--- config.mk ---
export PLATFORM = sky130hd
export DESIGN_NAME = two_source_interrupt_unit
export DESIGN_NICKNAME = d
export VERILOG_FILES = /design/src/verilog/irq_unit_pkg.sv /design/src/verilog/two_source_interrupt_unit.sv
export VERILOG_INCLUDE_DIRS = /design/src /design/src/verilog
export SDC_FILE = /design/constraint.sdc
export NUM_CORES = 1
export LEC_CHECK = 0
export BUFFER_PORTS_ARGS = -buffer_cell sky130_fd_sc_hd__buf_4
export CORE_MARGIN = 2
export CORE_UTILIZATION = 42
export CTS_CLUSTER_DIAMETER = 50
export DETAILED_ROUTE_END_ITERATION = 16
export HOLD_SLACK_MARGIN = 0.08
export PLACE_DENSITY = 0.7
export SLEW_MARGIN = 20
export SYNTH_ARGS = -nofsm -noshare
export SYNTH_HDL_FRONTEND = slang
export SYNTH_SLANG_ARGS = --single-unit
--- constraint.sdc ---
create_clock -name clk -period 3.7 [get_ports clk]
set_input_delay 0.185 -clock clk [delete_from_list [all_inputs] [get_ports clk]]
set_output_delay 0.185 -clock clk [all_outputs]
set_load 0.01 [all_outputs]
--- src/verilog/irq_unit_defs.svh ---
// Constants for the two-source interrupt unit
`ifndef IRQ_UNIT_DEFS_SVH
`define IRQ_UNIT_DEFS_SVH
`define INTERRUPT_CONTROL_ADDR      7'h0b
`define BIT_GLOBAL_EN  0
`define BIT_EXT_EN     1
`define BIT_TIMER_EN   2
`define BIT_EXT_FLAG   4
`define BIT_TIMER_FLAG 5
`define INTERRUPT_CONTROL_RESET     8'h00
`define INTERRUPT_CONTROL_WMASK     8'h37
`define VEC_EXT        10'h004
`define VEC_TIMER      10'h008
`define STACK_LEVELS   4
`endif

--- src/verilog/irq_unit_pkg.sv ---
// Types for the two-source interrupt unit
package irq_unit_pkg;
   typedef struct packed {
      logic       req;
      logic [9:0] vector;
      logic       src_ext;
   } ack_t;
   typedef enum logic [1:0] {
      st_run  = 2'b01,
      st_halt = 2'b10
   } run_state_t;
endpackage

--- src/verilog/two_source_interrupt_unit.sv ---
// Interrupt control register, priority, vectoring and wake-up for two sources
//
// How it works
// - Falling edge on request pin sets bit 4
// - Enabled external request forces call to 04H
// - External acknowledge clears its flag and global
// - Timer overflow sets bit 5
// - Timer acknowledge calls 08H, clears flag, global
// - Full stack defers acknowledge until a return
// - Masked requests still latch flags, no call
// - Entry pushes only the program counter
// - Enabling return sets global; plain return not
// - Requests between phase-two pulses serviced next
// - External beats timer; global masks both
// - Service needs global and own enable
// - Flags hold until serviced or cleared
// - Bits 0,1,2 are global, external, timer enable
// - Bits 3,6,7 read as zero
// - Either request wakes from halt
// - Return stack holds four levels
// - Flag already set at halt: no wake
`timescale 1ns/100ps
`include "irq_unit_defs.svh"
module two_source_interrupt_unit #(
   parameter int STACK_DEPTH = `STACK_LEVELS
) (
   // Clock and reset
   input  wire logic       clk,
   input  wire logic       nrst,
   // Sources
   input  wire logic       ext_req_n,
   input  wire logic       timer_overflow,
   // Core data-memory access
   input  wire logic [6:0] reg_addr,
   input  wire logic       reg_wr,
   input  wire logic [7:0] reg_wdata,
   output logic      [7:0] reg_rdata_q,
   // Core sequencer
   input  wire logic       phase_two_clock,
   input  wire logic       call_push,
   input  wire logic       return_and_enable,
   input  wire logic       plain_return,
   input  wire logic       halt_enter,
   output logic            irq_call_q,
   output logic      [9:0] irq_vector_q,
   output logic            wake_q,
   output logic            stack_full_q
);
   ////////////////////////////////////////////////////////////////////////////
   logic       ext_pin_q;
   logic       glb_q;
   logic       ext_en_q;
   logic       tmr_en_q;
   logic       ext_flag_q;
   logic       tmr_flag_q;
   logic [2:0] level_q;
   logic       ext_wake_ok_q;
   logic       tmr_wake_ok_q;
   irq_unit_pkg::run_state_t state_q;
   irq_unit_pkg::ack_t       ack;

   wire ext_edge = ext_pin_q & ~ext_req_n;
   wire interrupt_control_wr  = reg_wr && (reg_addr == `INTERRUPT_CONTROL_ADDR);
   wire pop      = return_and_enable | plain_return;
   wire full     = (level_q == 3'(STACK_DEPTH));
   // Service point: one phase-two pulse; requests latched before it are taken
   wire ext_ok   = glb_q & ext_en_q & ext_flag_q;
   wire tmr_ok   = glb_q & tmr_en_q & tmr_flag_q;
   wire take     = phase_two_clock & ~full & ~irq_call_q & (ext_ok | tmr_ok);
   assign ack.req     = take;
   assign ack.src_ext = ext_ok;
   assign ack.vector  = ext_ok ? `VEC_EXT : `VEC_TIMER;
   wire take_ext = ack.req & ack.src_ext;
   wire take_tmr = ack.req & ~ack.src_ext;

   ////////////////////////////////////////////////////////////////////////////
   // Set wins over a software clear in the same cycle
   // Masked requests still latch here, so nothing is lost while the routine runs
   wire ext_flag_d = ext_edge | (take_ext ? 1'b0 :
                     interrupt_control_wr ? reg_wdata[`BIT_EXT_FLAG] : ext_flag_q);
   wire tmr_flag_d = timer_overflow | (take_tmr ? 1'b0 :
                     interrupt_control_wr ? reg_wdata[`BIT_TIMER_FLAG] : tmr_flag_q);
   wire glb_d      = take ? 1'b0 :
                     return_and_enable ? 1'b1 :
                     interrupt_control_wr ? reg_wdata[`BIT_GLOBAL_EN] : glb_q;
   wire [7:0] interrupt_control_view = {2'b00, tmr_flag_q, ext_flag_q, 1'b0,
                           tmr_en_q, ext_en_q, glb_q};
   // Only the return address level is tracked; status is not saved
   wire push = take | call_push;
   wire [2:0] level_d = (push && !pop && !full) ? level_q + 3'd1 :
                        (pop && !push && level_q != 3'd0) ? level_q - 3'd1 : level_q;
   wire wake_ev = (ext_edge & ext_wake_ok_q) | (timer_overflow & tmr_wake_ok_q);

   ////////////////////////////////////////////////////////////////////////////
   always_ff @(posedge clk or negedge nrst) begin
      if (!nrst) begin
         ext_pin_q  <= 1'b1;
         glb_q      <= 1'b0;
         ext_en_q   <= 1'b0;
         tmr_en_q   <= 1'b0;
         ext_flag_q <= 1'b0;
         tmr_flag_q <= 1'b0;
         level_q    <= 3'd0;
      end else begin
         ext_pin_q  <= ext_req_n;
         glb_q      <= glb_d;
         ext_en_q   <= interrupt_control_wr ? reg_wdata[`BIT_EXT_EN] : ext_en_q;
         tmr_en_q   <= interrupt_control_wr ? reg_wdata[`BIT_TIMER_EN] : tmr_en_q;
         ext_flag_q <= ext_flag_d;
         tmr_flag_q <= tmr_flag_d;
         level_q    <= level_d;
      end
   end

   always_ff @(posedge clk or negedge nrst) begin
      if (!nrst) begin
         irq_call_q   <= 1'b0;
         irq_vector_q <= 10'h000;
         reg_rdata_q  <= 8'h00;
         stack_full_q <= 1'b0;
      end else begin
         irq_call_q   <= take;
         irq_vector_q <= take ? ack.vector : irq_vector_q;
         reg_rdata_q  <= (reg_addr == `INTERRUPT_CONTROL_ADDR) ? interrupt_control_view : 8'h00;
         stack_full_q <= (level_d == 3'(STACK_DEPTH));
      end
   end

   ////////////////////////////////////////////////////////////////////////////
   always_ff @(posedge clk or negedge nrst) begin
      if (!nrst) begin
         state_q       <= irq_unit_pkg::st_run;
         wake_q        <= 1'b0;
         ext_wake_ok_q <= 1'b0;
         tmr_wake_ok_q <= 1'b0;
      end else begin
         wake_q <= 1'b0;
         case (state_q)
            irq_unit_pkg::st_run: begin
               if (halt_enter) begin
                  state_q       <= irq_unit_pkg::st_halt;
                  ext_wake_ok_q <= ~ext_flag_q;
                  tmr_wake_ok_q <= ~tmr_flag_q;
               end
            end
            irq_unit_pkg::st_halt: begin
               if (wake_ev) begin
                  state_q <= irq_unit_pkg::st_run;
                  wake_q  <= 1'b1;
               end
            end
            default: state_q <= irq_unit_pkg::st_run;
         endcase
      end
   end
endmodule

==> impl_metrics.tcl, run 1 <==
set metrics [dict create \
    wirelength_um 1980 \
    cts_root_buf "clkbuf_4" \
    hpwl_um 1560 \
    fmax_mhz 558 \
    grt_pass1_vias 783 \
    num_antenna_cells 0 \
    tritoncts "built" \
    design.core.area_mm2 0.00250 \
    synth.ff_latch_count 23 \
    slew_viol_final 0 \
    num-nets-final 166 \
    dieHeight_um 55.8 \
    seq_area_frac_synth_pct 51.3 \
    arrival_ps 1980 \
    grt_pass1_wl_um 3410 \
    status "finished, final reports clean" \
    nFillCells 222 \
    io_buffer_count 31 \
    cts_sinks 23 \
    num_rows 18 \
    die-area_mm2 0.00311 \
    ioPinCount 46 \
    grt_overflow 0 \
    cts_resized 0 \
    ant_nets 0 \
    post_dp_cell_area_mm2 0.00135 \
    hold_class "input pin to flip-flop" \
    p_leak_uw 0.000770 \
    drc 0 \
    regArea_um2 578 \
    clk-insertion-delay-late_ps 300 \
    rsz0062_at_grt "false" \
    grt_max_degree 24 \
    critPathCaptureType "flip-flop" \
    period_share_pct 48.5 \
    wl_per_cell_um 11.9 \
    synth_cells 100 \
    cp_max_fo 5 \
    vias_per_cell 4.96 \
    maxCapViolCount 0 \
    vias 829 \
    drive_above_1_share_pct 35.0 \
    peakVddDrop_uv 328 \
    cp.required_ps 3890 \
    yosysUniqueCellTypes 36 \
    die_x_um 55.8 \
    finalHoldViolCount 0 \
    clock_skew_ps 0.649 \
    gp_congestion 0.714 \
    clock_path_buffers 2 \
    yosys_warnings 0 \
    yosys.area.top_type "dfrtp_1" \
    power_uw 666 \
    avgSynthCellArea_um2 11.3 \
    fin_util_pct 56.4 \
    areaGrowthSynthToFinish_pct 25.0 \
    netlist.area_leader.share_pct 46.6 \
    finalSetupViolCount 0 \
    worst-setup-path-type "flip-flop to flip-flop" \
    clk_pin_slew_ps 110 \
    drt_iter0_drc 8 \
    startpoint_type "flip-flop" \
    cts_buffers 3 \
    power.density_mw_per_mm2 472 \
    multi_input_comb_area_um2 478 \
    period_needed_ps 1790 \
    syn_area_mm2 0.00113 \
    antenna_found_initial 0 \
    initial_core_util_pct 45.1 \
    final_area_mm2 0.00141 \
    cts_htree_levels 1 \
    synth_area_leaders "dfrtp_1, buf_4, dfstp_2" \
    dr.pass1.iters 4 \
    grt_usage_pct 14.1 \
    setup_tns_ps 0 \
]
## routing by layer
| metal | vias to the layer above | global-route usage [%] | wire, um | share of wire (%) |
|---|---|---|---|---|
| met2 | 34 | 22.6 | 952 | 48 |
| met1 | 399 | 16.7 | 790 | 40 |
| li1 | 391 | - | - | - |
| met4 | 0 | 8.16 | 54 | 2.7 |
| met5 | - | 0 | 0 | 0 |
| met3 | 5 | 4.42 | 182 | 9.2 |
## synthesized netlist by cell type, drive strengths merged
master / n
inv: 7
buf: 11
dfstp: 2
o21ai: 3
xnor2: 1
and2: 5
a22o: 1
nor3: 2
nor3b: 1
nor2b: 1
and3b: 1
nor2: 5
nor4: 1
a21o: 3
o2bb2ai: 1
nand3: 2
a32oi: 1
mux2: 2
o21a: 2
a21oi: 1
ha: 3
dfrtp: 21
or4b: 1
nand3b: 1
a22oi: 1
o21bai: 2
nand2: 7
mux2i: 3
a31oi: 1
a211oi: 2
and3: 4
conb: 1
## where the power goes
part / switching (uW) / total, uW / leakage, uW / internal [uW]
Clock: 69.6 / 112 / 0.0000150 / 42.1
Sequential: 41.5 / 347 / 0.000286 / 305
Combinational: 105 / 207 / 0.000469 / 102
## cells by family after synthesis
kind of cell | Yosys count | synth area share, %
AOI/OAI and AO/OA | 18 | 11.8
xor gates and xnor gates | 1 | 0.777
adders and majority gates | 3 | 3.33
buffers and inverters | 18 | 9.66
DFF | 23 | 51.3
muxes | 5 | 5.33
other | 1 | 0.333
and+or+nand+nor | 31 | 17.5
## through the flow
stage | std cells | setup slack (ps) | hold WS (ps)
floorplan | 110 | 2140 | -111
global placement | 160 | 1990 | 87.7
detailed placement | 160 | 1920 | 93.2
CTS | 167 | 1900 | 101
global route | 167 | 1690 | 98.0
finish | 167 | 1910 | 112
## area by class of cell
class                   instances  share of cell area [%]
clock buffers                   4                    1.87
inverters                       7                    1.87
multi-input cells              69                    33.9
flip-flops and latches         23                    41.0
well taps                      30                    2.66
repair buffers                 34                    18.7
## state kept, by name (all words and copies together) (netlist names)
| register | count |
|---|---|
| tmr_en_q | 1 |
| ext_flag_q | 1 |
| stack_full_q | 1 |
| level_q | 3 |
| irq_call_q | 1 |
| state_q | 2 |
| irq_vector_q | 2 |
| ext_pin_q | 1 |
| ext_wake_ok_q | 1 |
| tmr_wake_ok_q | 1 |
| wake_q | 1 |
| tmr_flag_q | 1 |
| reg_rdata_q | 5 |
| glb_q | 1 |
| ext_en_q | 1 |
## critical path, stage by stage, from the launching register on
cell,delay [ps]
dfrtp_1,450
inv_1,100
ha_1,210
nor2b_1,150
a31oi_1,70
a22oi_1,360
mux2i_1,270
nor4_1,70
## layout by cell type (no fill, tap or decap), types with 2 or more instances in the layout
cell type      instances
mux2i_1                3
and2_2                 5
dlygate4sd3_1          3
o21a_1                 2
nand3_1                2
dfrtp_1               21
nand2_1                6
buf_4                 31
mux2_4                 2
o21bai_1               2
and3_1                 3
ha_1                   3
inv_1                  7
dfstp_2                2
o21ai_0                3
nor2_1                 5
a21o_1                 3
clkbuf_4               3
conb_1                11
## path summary, 6_finish.rpt
check                              startpoint              to  slack, ps  depth (start not counted)
worst max-delay path               level_q[0]    stack_full_q       1910                          7
worst min-delay path             reg_wdata[2]        tmr_en_q        110                          2
worst max register to register     level_q[0]    stack_full_q       1910                          7
worst min register to register  ext_wake_ok_q   ext_wake_ok_q        500                          2
max in group asynchronous                nrst      state_q[0]       3130                          2
min in group asynchronous                nrst  reg_rdata_q[1]        290                          2
## what timing repair did
item	CTS	global route
hold endpoints to repair	25	0
hold buffers	3	0
setup buffers	0	0
Note: power is estimated with default switching activity, not from simulation.
==> inputs of run 2 (changes only) <==
--- a/config.mk
+++ b/config.mk
@@ -6,13 +6,14 @@
 export SDC_FILE = /design/constraint.sdc
 export NUM_CORES = 1
 export LEC_CHECK = 0
+export ABC_AREA = 1
 export BUFFER_PORTS_ARGS = -buffer_cell sky130_fd_sc_hd__buf_4
 export CORE_MARGIN = 2
 export CORE_UTILIZATION = 42
 export CTS_CLUSTER_DIAMETER = 50
 export DETAILED_ROUTE_END_ITERATION = 16
 export HOLD_SLACK_MARGIN = 0.08
-export PLACE_DENSITY = 0.7
+export PLACE_DENSITY = 0.72
 export SLEW_MARGIN = 20
 export SYNTH_ARGS = -nofsm -noshare
 export SYNTH_HDL_FRONTEND = slang
==> constraint.sdc (replaced) <==
create_clock -name clk -period 1.5 [get_ports clk]
set_input_delay 0.075 -clock clk [delete_from_list [all_inputs] [get_ports clk]]
set_output_delay 0.075 -clock clk [all_outputs]
set_load 0.01 [all_outputs]
==> run 2 against run 1 <==
  * Sequential share of layout area fell by 6.0 points
  * Combinational power rose to 5.7 times the previous value
  * Global-route usage rose by 2.2 points
  * Via count rose by 20%
  * Core utilization rose by 3.9 points
  * Clock skew rose by 15 ps
  * Count of clock-buffer cells in the layout fell by 1
  * Setup slack got worse by 1900 ps
  * Sequential power rose to 2.8 times the previous value
  * Design area rose by 17%
  * Largest cell class unchanged
==> impl_metrics.tcl, run 2 <==
set metrics [dict create \
    regMostFlops "reg_rdata_q" \
    hold_class "input pin to flip-flop" \
    setup_tns_ps 0 \
    grt_pass1_vias 997 \
    clk-insertion-delay-late_ps 310 \
    drt_iter0_drc 22 \
    gp_congestion 0.788 \
    synth_async_sr_flop_share_pct 100 \
    crit_family "simple AND/OR/NAND/NOR gates" \
    netlist.area_leader.share_pct 44.2 \
    grt_pass1_wl_um 4200 \
    crit_start "level_q[1]" \
    finalHoldViolCount 0 \
    slew_viol_final 0 \
    cp_num_buf_inv 1 \
    final_area_mm2 0.00165 \
    wirelength_um 2520 \
    dr.pass1.iters 4 \
    ant_nets 0 \
    io_buffer_count 31 \
    clock_skew_ps 15.5 \
    cp_max_fo 6 \
    synth_edf_count 0 \
    rsz0062_at_grt "true" \
    cp.required_ps 1740 \
    largest_reg_flops 5 \
    p_leak_uw 0.000906 \
    synth_flop_cell "dfrtp_1" \
    hold_ws_ps 141 \
    seq_area_frac_synth_pct 48.6 \
    cts_sinks 23 \
    vias_per_cell 4.58 \
    arrival_ps 1740 \
    areaGrowthSynthToFinish_pct 38.6 \
    ioPinCount 46 \
    post_dp_cell_area_mm2 0.00144 \
    yosys.area.top_type "dfrtp_1" \
    synth.ff_latch_count 23 \
    critPathCaptureType "flip-flop" \
    place_ws_ps -47.1 \
    fmax_mhz 668 \
    hpwl_um 1840 \
    reg.largest.list "reg_rdata_q (5), level_q (3)" \
    crit_end "stack_full_q" \
    period_needed_ps 1500 \
    antenna_found_initial 0 \
    layout_commonest_cell "buf_4" \
    final_cell_mix "buf_4, nand2_1, dfrtp_1" \
    drive_above_1_share_pct 36.6 \
    initial_core_util_pct 43.5 \
    num_antenna_cells 0 \
    period_share_pct 99.9 \
    design.core.area_mm2 0.00273 \
    die_x_um 57.2 \
    path_cells "inv_2 -> ha_4 -> nand2_2 -> nand2_2 -> nor2_4 -> nand2_4 -> nand2_4 -> nand2_4 -> nand2_1 -> nand2_1 -> nand2_2 -> nand3_2 -> nor2_2" \
    num-nets-final 215 \
    power.density_mw_per_mm2 1480 \
    worst-setup-path-type "flip-flop to flip-flop" \
    status "finished, final reports clean" \
    yosys.cell_count.top_type "nand2_1" \
    finalSetupViolCount 0 \
    peakVddDrop_uv 987 \
    slowest_stage "dfrtp_1" \
    synth_commonest_cells "nand2_1, dfrtp_1, inv_1" \
    rr_worst_depth 13 \
    yosys_warnings 0 \
    maxCapViolCount 0 \
    die-area_mm2 0.00327 \
    r2r-start "level_q[1]" \
    worstSetupPathDepth 13 \
    vias 994 \
    dieHeight_um 57.2 \
    fin_ws_ps 2.22 \
    power_uw 2440 \
    grt_overflow 0 \
    drc 0 \
    clk_pin_slew_ps 130 \
    synth_cells 132 \
    startpoint_type "flip-flop" \
    syn_area_mm2 0.00119 \
    cpPeakStageDelay_ps 380 \
    wl_per_cell_um 11.6 \
    grt_usage_pct 16.4 \
    yosysUniqueCellTypes 25 \
    tritoncts "built" \
    cts_htree_levels 1 \
    clock_path_buffers 2 \
    r2r_end "stack_full_q" \
    cts_root_buf "clkbuf_4" \
    rrSetupSlack_ps 2 \
    grt_max_degree 24 \
    avgSynthCellArea_um2 9.00 \
    cts_buffers 3 \
    synth_area_leaders "dfrtp_1, nand2_1, buf_4" \
    num_rows 19 \
]
[run 2: metal layers]
layer | GRT usage (%) | part of all wire (%)
met5 | 0 | 0
met4 | 7.97 | 1.1
met3 | 1.59 | 2.8
met2 | 28.9 | 54
met1 | 20.0 | 42
[run 2: cell families (layout without fill, tap and decap cells)]
| family | count (synthesis) | in the layout | share of synthesized area [%] |
|---|---|---|---|
| fa+ha+maj | 3 | 3 | 3.16 |
| other cells | 1 | 11 | 0.315 |
| xor+xnor | 2 | 2 | 1.47 |
| compound gates | 10 | 10 | 5.79 |
| simple gates | 61 | 61 | 27.1 |
| flops | 23 | 23 | 48.6 |
| buf+inv | 32 | 76 | 13.6 |
[run 2: worst min-delay path by stage]
stage	from	end	slack, ps	cells past startpoint
after floorplan	nrst	ext_en_q	-220	0
after global placement	nrst	reg_rdata_q[2]	-20	1
after detailed placement	nrst	reg_rdata_q[1]	-10	1
after CTS	reg_addr[6]	reg_rdata_q[0]	130	4
after global routing	halt_enter	tmr_wake_ok_q	160	3
final	halt_enter	tmr_wake_ok_q	140	3
[run 2: stage by stage]
stage          instances  util, %
6_report             217     60.3
5_1_grt              217     60.3
2_1_floorplan        142        -
3_3_place_gp         196     52.6
4_1_cts              213     59.0
3_5_place_dp         196     52.6
[run 2: power by group]
part	total, uW	internal [uW]	leakage (uW)	switching, uW
combinational	1190	574	0.000608	614
sequential	965	818	0.000280	147
clock	283	99.5	0.0000177	184
total	2440	1490	0.000906	945
[run 2: tightest hold or removal path, stage by stage]
cell     delay, ps
buf_4          110
nand3_1        150
o21ai_0         90
[run 2: timing repair]
| item | in CTS | in global routing |
|---|---|---|
| gates resized for setup | 6 | 2 |
| buffers inserted | 3 | 4 |
| endpoints found under the setup margin | 2 | 6 |
| hold buffers | 10 | 0 |
| hold endpoints to repair | 29 | 0 |
| pin swaps | 5 | 3 |
[run 2: area by class of cell]
class	instances	area [um^2]
fill	247	1090
inverter	21	78.8
sequential	23	578
clock inverter	1	5.00
multi-input combinational	87	517
clock buffer	3	22.5
timing repair buffer	51	408
tap	31	38.8
==> inputs of run 3 (changes only) <==
--- a/config.mk
+++ b/config.mk
@@ -8,6 +8,7 @@
 export LEC_CHECK = 0
 export ABC_AREA = 1
 export BUFFER_PORTS_ARGS = -buffer_cell sky130_fd_sc_hd__buf_4
+export CORE_ASPECT_RATIO = 1.75
 export CORE_MARGIN = 2
 export CORE_UTILIZATION = 42
 export CTS_CLUSTER_DIAMETER = 50
==> run 3 against run 2 <==
  * Sequential share of layout area grew 1.4 points
  * Global-route usage shrank 0.12 points
  * Power shrank 0.83%
  * Setup slack gained 6.3 ps
  * Combinational power shrank 9%
  * Count of clock-buffer cells in the layout is the same
  * Clock skew shrank 13 ps
==> impl_metrics.tcl, run 3 (same netlist as run 2, synthesis figures left out) <==
set metrics [dict create \
    status "finished, final reports clean" \
    clk_pin_slew_ps 80 \
    finalSetupViolCount 0 \
    ant_nets 0 \
    drt_iter0_drc 19 \
    period_share_pct 99.4 \
    io_buffer_count 31 \
    drc 0 \
    final_cell_mix "buf_4, nand2_1, dfrtp_1" \
    clock_path_buffers 2 \
    fin_util_pct 59.0 \
    cp.required_ps 1650 \
    die_x_um 44.2 \
    placed_cells 191 \
    dr.pass1.iters 4 \
    initial_core_util_pct 44.2 \
    regMostFlops "reg_rdata_q" \
    maxCapViolCount 0 \
    period_needed_ps 1490 \
    cts_root_buf "clkbuf_8" \
    ioPinCount 46 \
    num_rows 25 \
    worst-setup-path-type "flip-flop to flip-flop" \
    fmax_mhz 670 \
    gp_congestion 0.809 \
    critPathCaptureType "flip-flop" \
    layout_commonest_cell "buf_4" \
    startpoint_type "flip-flop" \
    drive_above_1_share_pct 34.8 \
    reg.largest.list "reg_rdata_q (5), level_q (3)" \
    setup_tns_ps 0 \
    slew_viol_final 0 \
    arrival_ps 1640 \
    grt_pass1_vias 974 \
    cts_sinks 23 \
    rsz0062_at_grt "true" \
    dieHeight_um 74.4 \
    cts_buffers 3 \
    p_leak_uw 0.000881 \
    clk-insertion-delay-late_ps 260 \
    finalHoldViolCount 0 \
    clock_skew_ps 2.56 \
    areaGrowthSynthToFinish_pct 33.5 \
    grt_pass1_wl_um 3860 \
    cts_htree_levels 1 \
    num_antenna_cells 0 \
    cp_max_fo 7 \
    final_cells 205 \
    grt_usage_pct 16.3 \
    die-area_mm2 0.00329 \
    hold_class "input pin to flip-flop" \
    wl_per_cell_um 11.5 \
    hpwl_um 1870 \
    wirelength_um 2360 \
    power.density_mw_per_mm2 1520 \
    vias_per_cell 4.83 \
    largest_reg_flops 5 \
    grt_overflow 0 \
    num-nets-final 207 \
    antenna_found_initial 0 \
    design.core.area_mm2 0.00269 \
    vias 990 \
    grt_max_degree 24 \
    power_uw 2420 \
    tritoncts "built" \
    peakVddDrop_uv 843 \
]
-- run 3: area by class of cell --
class	count	area, um^2
clock buffers	3	41.3
clock inverters	1	5.00
fillers	244	1100
inverters	21	78.8
multi-input cells	87	512
flip-flops and latches	23	578
well taps	27	33.8
repair buffers	43	338
-- run 3: metal layers --
| layer | up-vias | wire length, um | part of all wire [%] | track usage, % |
|---|---|---|---|---|
| met1 | 461 | 828 | 35 | 14.9 |
| li1 | 485 | - | - | - |
| met3 | 8 | 93 | 3.9 | 1.70 |
| met4 | 0 | 80 | 3.4 | 10.8 |
| met2 | 36 | 1360 | 58 | 31.7 |
| met5 | - | 0 | 0 | 0 |
-- run 3: report_power, final --
group	total (uW)	leakage, uW	internal [uW]	switching, uW
Sequential	965	0.000280	819	146
Clock	367	0.0000255	185	182
Combinational	1080	0.000575	508	576
-- run 3: path summary, 6_finish.rpt --
kind,from,end,slack [ps],cells past startpoint
max,level_q[1],stack_full_q,9,11
min,reg_wdata[1],ext_en_q,80,3
max reg2reg,level_q[1],stack_full_q,9,11
min reg2reg,irq_vector_q[3],irq_vector_q[3],500,2
max in group asynchronous,nrst,state_q[0],990,2
min in group asynchronous,nrst,reg_rdata_q[5],240,2
-- run 3: worst max-delay path, stage by stage, from the launching register on --
cell and delay (ps):
dfrtp_1 400, inv_2 90, ha_4 140, nand2_2 60, nand2_2 90, nor2_4 40
nand2_4 110, nand3_4 100, nand2_1 70, nand2_1 60, a21oi_2 160, nor2_2 50
-- run 3: metrics by stage --
stage | setup slack, ps | hold WS (ps) | cell area (um^2)
after floorplan | 39.4 | -221 | 1230
after global placement | -21.6 | -26.8 | 1430
after detailed placement | -84.8 | -19.0 | 1430
after CTS | -11.6 | 83.1 | 1570
after global routing | -118 | 100 | 1590
final | 8.55 | 80.6 | 1590
-- run 3: repair_timing --
action                                  in CTS  in global routing
endpoints found under the hold margin       27                  0
resized for setup                            5                  1
endpoints found under the setup margin       3                  5
hold buffers                                 6                  0
buffers inserted                             2                  2
pin swaps                                    1                  1
